<file path="src/rtl/eeid_defs.vh">
// constants for the expanded external interrupt detector
`ifndef EEID_DEFS_VH
`define EEID_DEFS_VH
`define EEID_NCH 4
`define EEID_ADDR_W 16
`define EEID_DATA_W 16
`define EEID_OFF_EDGE 16'hF0E4
`define EEID_OFF_SAMP 16'hF0E8
`define EEID_OFF_DIV 16'hF0EA
`define EEID_OFF_PEND 16'hF0EC
`define EEID_OFF_CLR 16'hF0EE
`define EEID_OFF_STBY 16'hF0F0
`define EEID_EDGE_HI_MSB 11
`define EEID_EDGE_HI_LSB 8
`define EEID_EDGE_LO_MSB 3
`define EEID_EDGE_LO_LSB 0
`define EEID_DIV_MSB 6
`define EEID_DIV_LSB 4
`define EEID_DIV_MASK 16'h0070
`define EEID_EDGE_MASK 16'h0F0F
`define EEID_NIB_MASK 16'h000F
`define EEID_RERQ_BIT 15
`define EEID_RST16 16'h0000
`define EEID_EDGE_OFF 2'h0
`define EEID_EDGE_FALL 2'h1
`define EEID_EDGE_RISE 2'h2
`define EEID_EDGE_BOTH 2'h3
`define EEID_DIV_NONE_ALT 3'h7
`define EEID_STABLE_CNT 2'h3
`define EEID_PRESCALE_W 16
`define EEID_PRESCALE_DEF 16'h00F9
`define EEID_STOP_LOSS_NS 30000
`define EEID_CLK_NS 4
`endif

</file>
<file path="src/rtl/eeid_sync.v">
// two-flop synchroniser for the interrupt pins
`timescale 1ns/1ns
module eeid_sync (
  input  wire clk,
  input  wire rst,
  input  wire din,
  output reg  dout
);
  reg meta_reg;
  always @(posedge clk) begin
    if (rst) begin
      meta_reg <= 1'b0;
      dout     <= 1'b0;
    end else begin
      meta_reg <= din;
      dout     <= meta_reg;
    end
  end
endmodule

</file>
<file path="src/rtl/eeid_chan.v">
// one channel: edge detection, sampling filter, request and pending flag
`timescale 1ns/1ns
`include "eeid_defs.vh"
module eeid_chan (
  input  wire       clk,
  input  wire       rst,
  input  wire       pin_s,
  input  wire [1:0] edge_sel,
  input  wire       use_samp,
  input  wire       samp_en,
  input  wire       samp_run,
  input  wire       clr,
  input  wire       rerq,
  output reg        req,
  output reg        pend,
  output reg        trig
);
  reg       prev_reg;
  reg       samp_reg;
  reg       cand_reg;
  reg       armed_reg;
  reg [1:0] stab_reg;
  reg       hit;
  wire      rise_d = pin_s & ~prev_reg;
  wire      fall_d = ~pin_s & prev_reg;
  wire      rise_s = pin_s & ~samp_reg;
  wire      fall_s = ~pin_s & samp_reg;

  // (RULE1) edge decode helper
  function sel_edge;
    input [1:0] sel;
    input       r;
    input       f;
    begin
      case (sel)
        `EEID_EDGE_FALL: sel_edge = f;
        `EEID_EDGE_RISE: sel_edge = r;
        `EEID_EDGE_BOTH: sel_edge = r | f;
        default:         sel_edge = 1'b0;
      endcase
    end
  endfunction

  always @* begin
    hit = 1'b0;
    if (!use_samp) begin
      // (RULE16) direct system clock
      hit = sel_edge(edge_sel, rise_d, fall_d);
    end else if (samp_en && samp_run && armed_reg && pin_s == cand_reg) begin
      // (RULE17) stable three sample periods
      if (stab_reg == `EEID_STABLE_CNT - 2'h1) begin
        hit = 1'b1;
      end
    end
  end

  always @(posedge clk) begin
    if (rst) begin
      prev_reg  <= 1'b0;
      samp_reg  <= 1'b0;
      cand_reg  <= 1'b0;
      armed_reg <= 1'b0;
      stab_reg  <= 2'h0;
      req       <= 1'b0;
      pend      <= 1'b0;
      trig      <= 1'b0;
    end else begin
      prev_reg <= pin_s;
      // (RULE18) trigger follows filtered or direct level
      trig <= use_samp ? samp_reg : pin_s;
      // (RULE5) sampling halts in stop standby
      if (!samp_run) begin
        armed_reg <= 1'b0;
        stab_reg  <= 2'h0;
        samp_reg  <= pin_s;
      end else if (use_samp && samp_en) begin
        samp_reg <= pin_s;
        if (sel_edge(edge_sel, rise_s, fall_s)) begin
          armed_reg <= 1'b1;
          cand_reg  <= pin_s;
          stab_reg  <= 2'h0;
        end else if (armed_reg) begin
          if (pin_s != cand_reg) begin
            armed_reg <= 1'b0;
          end else if (hit) begin
            armed_reg <= 1'b0;
          end else begin
            stab_reg <= stab_reg + 2'h1;
          end
        end
      end
      // (RULE11) no new request while pending
      // (RULE12) re-request while pending
      req <= (hit & ~pend) | (rerq & pend);
      // (RULE19) edge beats clear
      if (hit) begin
        pend <= 1'b1;
      end else if (clr) begin
        // (RULE10) write-one clear
        pend <= 1'b0;
      end
    end
  end
endmodule

</file>
<file path="src/rtl/eeid_top.v">
// expanded external interrupt detector, four channels, avalon-mm slave
// How it works
// (RULE1) select 00 off, 01 falling, 10 rising, 11 both; reset off
// (RULE2) edge control: high selects bits 11..8, low selects 3..0
// (RULE3) sampling register bits 3..0 pick filtered or direct detection
// (RULE4) software should set every sampling bit to one
// (RULE5) stop standby halts sampling; sampled detection stops
// (RULE6) divider bits 6..4: none, 1/2 up to 1/64
// (RULE7) divider 111 must not be used; acts as no division
// (RULE8) software writes zero to divider register bit 2
// (RULE9) read-only pending flags in bits 3..0, reset zero
// (RULE10) writing one to clear bit n clears flag n
// (RULE11) pending flag blocks further requests on that channel
// (RULE12) writing bit 15 re-requests while any flag pends
// (RULE13) software re-requests before handler return and after request writes
// (RULE14) clear register always reads zero
// (RULE15) software never sets re-request with clear bits together
// (RULE16) direct detection requests synchronous to system clock
// (RULE17) sampled detection requests after three stable sample periods
// (RULE18) pins also drive timer trigger inputs, optionally filtered
// (RULE19) qualified edge gives one-cycle request, sets flag; edge beats clear
// (RULE20) pins pass two flip-flops before edge detection
//
// The Avalon-MM interface to the registers was decided locally.
`timescale 1ns/1ns
`include "eeid_defs.vh"
module eeid_top (
  input  wire                     REF_CLK,
  input  wire                     RESET,
  input  wire [`EEID_ADDR_W-1:0]  AVS_ADDRESS,
  input  wire                     AVS_READ,
  input  wire                     AVS_WRITE,
  input  wire [`EEID_DATA_W-1:0]  AVS_WRITEDATA,
  output reg  [`EEID_DATA_W-1:0]  AVS_READDATA,
  output reg                      AVS_WAITREQUEST,
  input  wire [`EEID_NCH-1:0]     XIRQ_PIN,
  input  wire                     STOP_MODE,
  output reg  [`EEID_NCH-1:0]     XIRQ_REQUEST,
  output reg  [`EEID_NCH-1:0]     TIMER_TRIGGER_IN
);
  reg  [`EEID_DATA_W-1:0]     edge_select_ctrl_reg;
  reg  [`EEID_NCH-1:0]        sampling_enable_ctrl_reg;
  reg  [2:0]                  sample_div_sel_reg;
  reg  [`EEID_PRESCALE_W-1:0] prescale_reg;
  reg  [`EEID_PRESCALE_W-1:0] pre_cnt_reg;
  reg  [5:0]                  div_cnt_reg;
  reg                         samp_en_reg;
  reg  [5:0]                  div_mask;
  reg                         stop_s1_reg;
  reg                         stop_s2_reg;
  reg                         bus_done_reg;
  reg                         clr_wr_reg;
  reg  [`EEID_NCH-1:0]        clr_bits_reg;
  reg                         rerq_reg;
  reg  [`EEID_DATA_W-1:0]     rd_next;
  wire [`EEID_NCH-1:0]        pin_s;
  wire [`EEID_NCH-1:0]        req_w;
  wire [`EEID_NCH-1:0]        pend_w;
  wire [`EEID_NCH-1:0]        trig_w;
  // a prescale shrunk below the count must not wait for a 16-bit wrap
  wire                        pre_tick = (pre_cnt_reg >= prescale_reg);
  wire                        bus_req = (AVS_READ | AVS_WRITE) & ~bus_done_reg;
  wire                        samp_run = ~stop_s2_reg;

  // (RULE6) divide ratio mask
  // (RULE7) 111 behaves as no division
  always @* begin
    case (sample_div_sel_reg)
      3'h1:    div_mask = 6'h01;
      3'h2:    div_mask = 6'h03;
      3'h3:    div_mask = 6'h07;
      3'h4:    div_mask = 6'h0F;
      3'h5:    div_mask = 6'h1F;
      3'h6:    div_mask = 6'h3F;
      default: div_mask = 6'h00;
    endcase
  end

  // sampling clock source is a prescaled enable, then divided
  always @(posedge REF_CLK) begin
    if (RESET) begin
      pre_cnt_reg <= {`EEID_PRESCALE_W{1'b0}};
      div_cnt_reg <= 6'h00;
      samp_en_reg <= 1'b0;
    end else begin
      samp_en_reg <= 1'b0;
      pre_cnt_reg <= pre_tick ? {`EEID_PRESCALE_W{1'b0}} : pre_cnt_reg + 16'h0001;
      if (pre_tick) begin
        div_cnt_reg <= (div_cnt_reg + 6'h01) & div_mask;
        samp_en_reg <= ((div_cnt_reg & div_mask) == div_mask);
      end
    end
  end

  // stop request comes from another block, synchronised as a level
  always @(posedge REF_CLK) begin
    if (RESET) begin
      stop_s1_reg <= 1'b0;
      stop_s2_reg <= 1'b0;
    end else begin
      stop_s1_reg <= STOP_MODE;
      stop_s2_reg <= stop_s1_reg;
    end
  end

  genvar g;
  generate
    for (g = 0; g < `EEID_NCH; g = g + 1) begin : ch
      // (RULE20) pin synchroniser
      eeid_sync u_sync (
        .clk  (REF_CLK),
        .rst  (RESET),
        .din  (XIRQ_PIN[g]),
        .dout (pin_s[g])
      );
      eeid_chan u_chan (
        .clk      (REF_CLK),
        .rst      (RESET),
        .pin_s    (pin_s[g]),
        .edge_sel ({edge_select_ctrl_reg[`EEID_EDGE_HI_LSB+g],
                    edge_select_ctrl_reg[`EEID_EDGE_LO_LSB+g]}),
        .use_samp (sampling_enable_ctrl_reg[g]),
        .samp_en  (samp_en_reg),
        .samp_run (samp_run),
        .clr      (clr_wr_reg & clr_bits_reg[g]),
        .rerq     (rerq_reg),
        .req      (req_w[g]),
        .pend     (pend_w[g]),
        .trig     (trig_w[g])
      );
    end
  endgenerate

  // read mux
  always @* begin
    rd_next = `EEID_RST16;
    case (AVS_ADDRESS)
      `EEID_OFF_EDGE: rd_next = edge_select_ctrl_reg & `EEID_EDGE_MASK;
      `EEID_OFF_SAMP: rd_next = {12'h000, sampling_enable_ctrl_reg};
      `EEID_OFF_DIV:  rd_next = {9'h000, sample_div_sel_reg, 4'h0};
      // (RULE9) pending flags visible
      `EEID_OFF_PEND: rd_next = {12'h000, pend_w};
      `EEID_OFF_STBY: rd_next = prescale_reg;
      // (RULE14) clear register reads zero
      `EEID_OFF_CLR:  rd_next = `EEID_RST16;
      default:        rd_next = `EEID_RST16;
    endcase
  end

  // one wait cycle per access; writes land at the accepting edge
  always @(posedge REF_CLK) begin
    if (RESET) begin
      edge_select_ctrl_reg     <= `EEID_RST16;
      sampling_enable_ctrl_reg <= {`EEID_NCH{1'b0}};
      sample_div_sel_reg       <= 3'h0;
      prescale_reg             <= `EEID_PRESCALE_DEF;
      bus_done_reg             <= 1'b0;
      clr_wr_reg               <= 1'b0;
      clr_bits_reg             <= {`EEID_NCH{1'b0}};
      rerq_reg                 <= 1'b0;
      AVS_READDATA             <= `EEID_RST16;
      AVS_WAITREQUEST          <= 1'b1;
      XIRQ_REQUEST             <= {`EEID_NCH{1'b0}};
      TIMER_TRIGGER_IN         <= {`EEID_NCH{1'b0}};
    end else begin
      clr_wr_reg       <= 1'b0;
      rerq_reg         <= 1'b0;
      XIRQ_REQUEST     <= req_w;
      TIMER_TRIGGER_IN <= trig_w;
      bus_done_reg     <= bus_req;
      AVS_WAITREQUEST  <= ~bus_req;
      if (bus_req) begin
        AVS_READDATA <= rd_next;
      end
      if (bus_done_reg && AVS_WRITE) begin
        case (AVS_ADDRESS)
          // (RULE2) only select bits stored
          `EEID_OFF_EDGE: edge_select_ctrl_reg <= AVS_WRITEDATA & `EEID_EDGE_MASK;
          // (RULE3) per channel sampling choice
          `EEID_OFF_SAMP: sampling_enable_ctrl_reg <= AVS_WRITEDATA[`EEID_NCH-1:0];
          `EEID_OFF_DIV:
            sample_div_sel_reg <= AVS_WRITEDATA[`EEID_DIV_MSB:`EEID_DIV_LSB];
          `EEID_OFF_STBY: prescale_reg <= AVS_WRITEDATA;
          `EEID_OFF_CLR: begin
            clr_wr_reg   <= 1'b1;
            clr_bits_reg <= AVS_WRITEDATA[`EEID_NCH-1:0];
            rerq_reg     <= AVS_WRITEDATA[`EEID_RERQ_BIT];
          end
          default: ;
        endcase
      end
    end
  end
endmodule

</file>
<file path="config.mk">
export PLATFORM = sky130hd
export DESIGN_NAME = eeid_top
export DESIGN_NICKNAME = d
export VERILOG_FILES = /design/src/rtl/eeid_sync.v /design/src/rtl/eeid_chan.v /design/src/rtl/eeid_top.v
export VERILOG_INCLUDE_DIRS = /design/src /design/src/rtl
export SDC_FILE = /design/constraint.sdc
export NUM_CORES = 1
export LEC_CHECK = 0
export BUFFER_PORTS_ARGS = -buffer_cell sky130_fd_sc_hd__buf_4
export CAP_MARGIN = 20
export CORE_UTILIZATION = 55
export DETAILED_ROUTE_END_ITERATION = 6
export PLACE_DENSITY = 0.75
export SLEW_MARGIN = 20
export SYNTH_ARGS = -nofsm -noshare
export SYNTH_HDL_FRONTEND = slang
export SYNTH_SLANG_ARGS = --single-unit
</file>
<file path="constraint.sdc">
create_clock -name REF_CLK -period 6.2 [get_ports REF_CLK]
set_input_delay 0.93 -clock REF_CLK [delete_from_list [all_inputs] [get_ports REF_CLK]]
set_output_delay 0.93 -clock REF_CLK [all_outputs]
set_load 0.02 [all_outputs]
</file>
=== Word level (Yosys, flattened, before mapping) ===
Cells that the tools add are included.

* Bits in latches: 0
* Bits in writable memories: 0
* Bits in read-only memories: 0
* Bits in registers: 132
* Input port bits: 41
* Memories: 0

* Equal/unequal tests: 45
* Reductions and logical operators: 44
* Add/subtract/negate cells: 6
* Bitwise logic cells: 66
* $lt $le $gt $ge: 1
* Shifts and indexed selects: 0
* Multiplexer cells: 87
* Divide/modulo/power cells: 0
* Multiply operators: 0

{| class="wikitable"
|+ Operators by type and width
! kind !! count
|-
| $eq 16x16->1 const B || 6
|-
| $pmux 16 s5 || 1
|-
| $mux 1 || 61
|-
| $pmux 6 s6 || 1
|-
| $mux 2 || 16
|-
| $and 1x1->1 || 29
|-
| $eq 2x2->1 const B || 12
|-
| $pmux 1 s3 || 8
|-
| $reduce_bool 2->1 || 12
|-
| $not 1->1 || 22
|-
| $add 16x1->16 const B || 1
|-
| $ge 16x16->1 || 1
|-
| $ne 2x2->1 const B || 8
|-
| $reduce_and 4->1 || 4
|-
| $logic_and 1x1->1 || 14
|-
| $or 1x1->1 || 13
|-
| $and 6x6->6 || 2
|-
| $reduce_and 3->1 || 4
|-
| $reduce_and 2->1 || 5
|-
| $eq 3x3->1 const B || 3
|-
| $add 2x1->2 const B || 4
|-
| $eq 2x1->1 const B || 4
|-
| $reduce_or 2->1 || 4
|-
| $add 6x1->6 const B || 1
|-
| 6 further kinds || 13
|}

=== Longest topological paths before layout ===
* Depth in word-level cells: 10
* Gate-level depth with buffers: 8
* Depth with buffers taken out: 7

=== By module ===
Synthesis repeated with hierarchy kept, for this count alone.

* Cell total of the unflattened synthesis: 711
* Area total of the unflattened synthesis: 6373.6 um^2

{| class="wikitable"
|+ By module, submodules not included
! module !! sequential area each (um^2) !! times used !! cells an instance !! area each (um^2)
|-
| eeid_top || 1761.7 || 1 || 443 || 4016.4
|-
| eeid_chan || 180.2 || 4 || 63 || 536.8
|-
| eeid_sync || 40.0 || 4 || 4 || 52.6
|}

=== Worst setup path after synthesis ===
No wires, ideal clock.

* Path kind: input to register
* Start point: input port AVS_ADDRESS[9]
* End point: register prescale_reg[4]
* Slack: 3.561 ns
* Data arrival time: 2.519 ns
* Buffers on the path: 1
* Stages: 6
* Cell sequence: or4b_4 nor4_4 and2b_1 buf_4 nor2_1 a211o_1

* Cells in the longest elaborated chain, start to end: 2

{| class="wikitable"
|+ Ends and longest elaborated chain
! item !! line !! RTL
|-
| start, declared || eeid_top.v:30 || <nowiki>input wire [`EEID_ADDR_W-1:0] AVS_ADDRESS,</nowiki>
|-
| $eq 16x16->1 || eeid_top.v:176 || <nowiki>case (AVS_ADDRESS)</nowiki>
|-
| $reduce_and 2->1 (no source line) || - ||
|-
| end signal, assigned || eeid_top.v:156 || <nowiki>prescale_reg <= `EEID_PRESCALE_DEF;</nowiki>
|-
| end, declared || eeid_top.v:44 || <nowiki>reg [`EEID_PRESCALE_W-1:0] prescale_reg;</nowiki>
|}

Every way passes these cells.
A chain may end at the register's enable or synchronous reset.

=== Worst setup path after layout ===
Same ends and word-level chain as after synthesis.

==> run_results.csv <==
group,metric,value,unit
final_layout,nets,863,
critical_path,crit_buf_inv,1,
critical_path,cpPeakStageDelay,0.76,ns
global_route,grt_pass1_vias,5237,
routing,drc_errors,0,
timing,whs,0.435,ns
critical_path,slowest_stage,"nor4_4",
pwr,max-vdd-ir-drop,215,µV
synth,ys_ff_latch,132,
critical_path,startpoint_type,"input pin",
synth,synthSimpleGateAreaFrac,24.5,%
status,outcome,"finished clean",
synth,synth_fa_ha_area_share,7.51,%
synth,async_flop_share,0,%
critical_path,r2r_start,"prescale_reg[1]$_SDFFE_PP0P_",
final_layout,layout_common_cells,"132 x dfxtp_1, 97 x nand2_1, 68 x buf_4, 49 x a21oi_1, 49 x nor2_1",
critical_path,worst_ep_required_time,6.50,ns
routing,vias_per_cell,5.76,
timing,min_period_over_period,50.3,%
floorplan,num_rows,38,
final_layout,final_area,0.00747,mm²
global_route,grt_pass1_wl,24300,µm
final_layout,mostFrequentLayoutCell,"dfxtp_1",
clock_tree,cts_tree,"built",
floorplan,start_util,57.4,%
synth,synth_cell_types,62,
routing,drt_iter0_markers,335,
global_route,grt_overflow,0,
synth,synthCells,734,
synth,syn_avg_cell_area,8.63,µm²
critical_path,critical_path_class,"input pin to flop",
routing,via_count,5395,
synth,synth_top_family_by_area,"simple AND/OR/NAND/NOR gates",
min_path,worstHoldEndpoint,"XIRQ_REQUEST[3]$_SDFF_PP0_",
clock_tree,path_clk_slew,0.06,ns
synth,synthFlopType,"dfxtp_1",
synth,syn_area,0.00633,mm²
clock_tree,cts_resized,0,
critical_path,end_kind,"flop",
synth,synth-edff-count,0,
min_path,holdPathStages,1,
final_layout,multiInputGateArea,0.00339,mm²
timing,rsz0062_at_grt,"no",
critical_path,crit_chain,"buf_4, or4b_4, nor4_4, and2b_1, nor2_1, a211o_1",
routing,firstDrtPassIters,5,
place,io_buffers,65,
pwr,p_per_area,262,mW/mm²
min_path,hold_path_class,"flop to flop",
clock_tree,cts_setup_buffers,0,
timing,max-slew-margin-rel,28.9,%
timing,hold_violations,0,
critical_path,critPathTopFamily,"simple AND/OR/NAND/NOR gates",
routing,ant_nets,0,
place,gp_routability_congestion,0.855,
floorplan,coreArea,0.0110,mm²
critical_path,r2r.worst_path.cells,7,
clock_tree,holdBufCountCts,0,
critical_path,r2r_slack,3.48,ns
critical_path,worstPathMaxFanout,21,
timing,fmax,320,MHz
synth,synth_compound_area_share,14.5,%
clock_tree,clock-sinks,132,
pwr,p_leak,0.00285,µW
synth,yosysSeqAreaShare,41.7,%
global_route,grt_max_degree,87,
routing,wl_per_cell,15.8,µm
timing,fin_crit,3.12,ns
floorplan,io_pins,66,
final_layout,regArea,0.00264,mm²
synth,synth_mux_area_share,4.33,%
flow_run,maxCapViolCount,0,
routing,wl,14800,µm
clock_tree,clk_latency,0.42,ns
timing,finalClockSkew,0.00603,ns
final_layout,syn_to_final_growth,18.0,%
final_layout,drive_gt1_share,14.6,%
timing,final-setup-viol-count,0,
timing,final.setup.tns,0,ns
global_route,grt.total_usage,26.4,%
critical_path,r2r-end,"pre_cnt_reg[1]$_SDFF_PP0_",
synth,yosys_warnings,0,
timing,slew_viol_final,0,
place,dp_hpwl,10700,µm
floorplan,die_h,109,µm
place,place_inst,905,
clock_tree,htree_levels,4,
final_layout,finalNonFillerCells,937,
min_path,holdCritStartpoint,"ch[3].u_chan.req$_SDFF_PP0_",
synth,syn-num-nets,813,
critical_path,cp.arrival,3.43,ns
synth,synth-xor-area-share,2.77,%
clock_tree,cts_buffer_depth,2,
final_layout,n_fill_cell,937,
global_route,antenna_found_initial,0,
clock_tree,clock-root-buffer,"clkbuf_16",
floorplan,die_area,0.0119,mm²
timing,tightestPinTransition,1.05,ns
final_layout,antenna_cells,0,
clock_tree,numCtsBuffers,17,
floorplan,die_w,109,µm
place,place_area,0.00687,mm²
-- where the power goes --
part | leakage (µW) | switching, µW | total [µW] | internal, µW
Sequential | 0.00107 | 6.98 | 863 | 856
Combinational | 0.00149 | 40.1 | 71.8 | 31.8
Clock | 0.000291 | 408 | 1020 | 615
Total | 0.00285 | 455 | 1960 | 1500
-- through the flow --
stage / total power, µW / worst slack [ns] / util, %
detailed placement: 953 / 2.67 / 62.2
global placement: 950 / 2.75 / 62.2
CTS: 1970 / 3.07 / 67.7
global route: 2010 / 2.91 / 67.7
floorplan: 916 / 3.56 / -
finish: 1960 / 3.08 / 67.7
-- Yosys cell counts, types with 7 or more instances --
cell / count / area [µm²]
dfxtp_1: 132 / 2640
nand2_1: 97 / 364
a21oi_1: 49 / 245
nor2_1: 49 / 184
inv_1: 39 / 146
ha_1: 38 / 475
nor2b_1: 38 / 238
o21ai_0: 28 / 140
clkbuf_1: 25 / 93.8
nor3_1: 25 / 125
mux2i_1: 24 / 240
nand3_1: 19 / 95.1
xnor2_1: 11 / 96.3
and2_1: 10 / 62.6
a31oi_1: 9 / 56.3
xor2_1: 9 / 78.8
a22o_1: 8 / 70.1
nor4_1: 8 / 50.1
and3_1: 7 / 43.8
-- logic make-up (layout without fill, tap and decap cells) --
logic type | Yosys count | count (layout)
flip-flops | 132 | 132
AO/OA/AOI/OAI | 141 | 141
AND/OR/NAND/NOR | 300 | 300
buffers and inverters | 76 | 139
multiplexers | 27 | 27
XOR/XNOR | 20 | 20
adder cells (fa/ha/maj) | 38 | 38
-- final cells by class --
| class | instances | share of cell area, % |
|---|---|---|
| Multi-Input combinational cell | 526 | 45.4 |
| Sequential cell | 132 | 35.4 |
| Timing Repair Buffer | 68 | 6.83 |
| Clock buffer | 18 | 5.88 |
| Tap cell | 140 | 2.35 |
| Clock inverter | 14 | 2.21 |
| Inverter | 39 | 1.96 |
-- worst max path at each step --
stage | slack, ns | endpoint | cells after the start | start
6_report | 3.08 | prescale_reg[4]$_SDFFE_PP1P_ | 6 | AVS_ADDRESS[9]
5_1_grt | 2.91 | prescale_reg[4]$_SDFFE_PP1P_ | 6 | AVS_ADDRESS[9]
4_1_cts | 3.07 | prescale_reg[4]$_SDFFE_PP1P_ | 6 | AVS_ADDRESS[9]
3_5_place_dp | 2.67 | prescale_reg[4]$_SDFFE_PP1P_ | 6 | AVS_ADDRESS[9]
3_3_place_gp | 2.75 | prescale_reg[6]$_SDFFE_PP1P_ | 6 | AVS_ADDRESS[9]
2_1_floorplan | 3.56 | prescale_reg[4]$_SDFFE_PP1P_ | 6 | AVS_ADDRESS[9]
-- routing by layer --
metal	routed length, µm	part of all wire (%)	vias up	global-route usage (%)
met4	377	2.5	0	11.5
met1	6160	42	2587	29.8
met3	556	3.7	30	4.92
met2	7750	52	111	48.3
met5	0	0	-	0
li1	-	-	2667	-
Note: power is estimated with default switching activity, not from simulation.
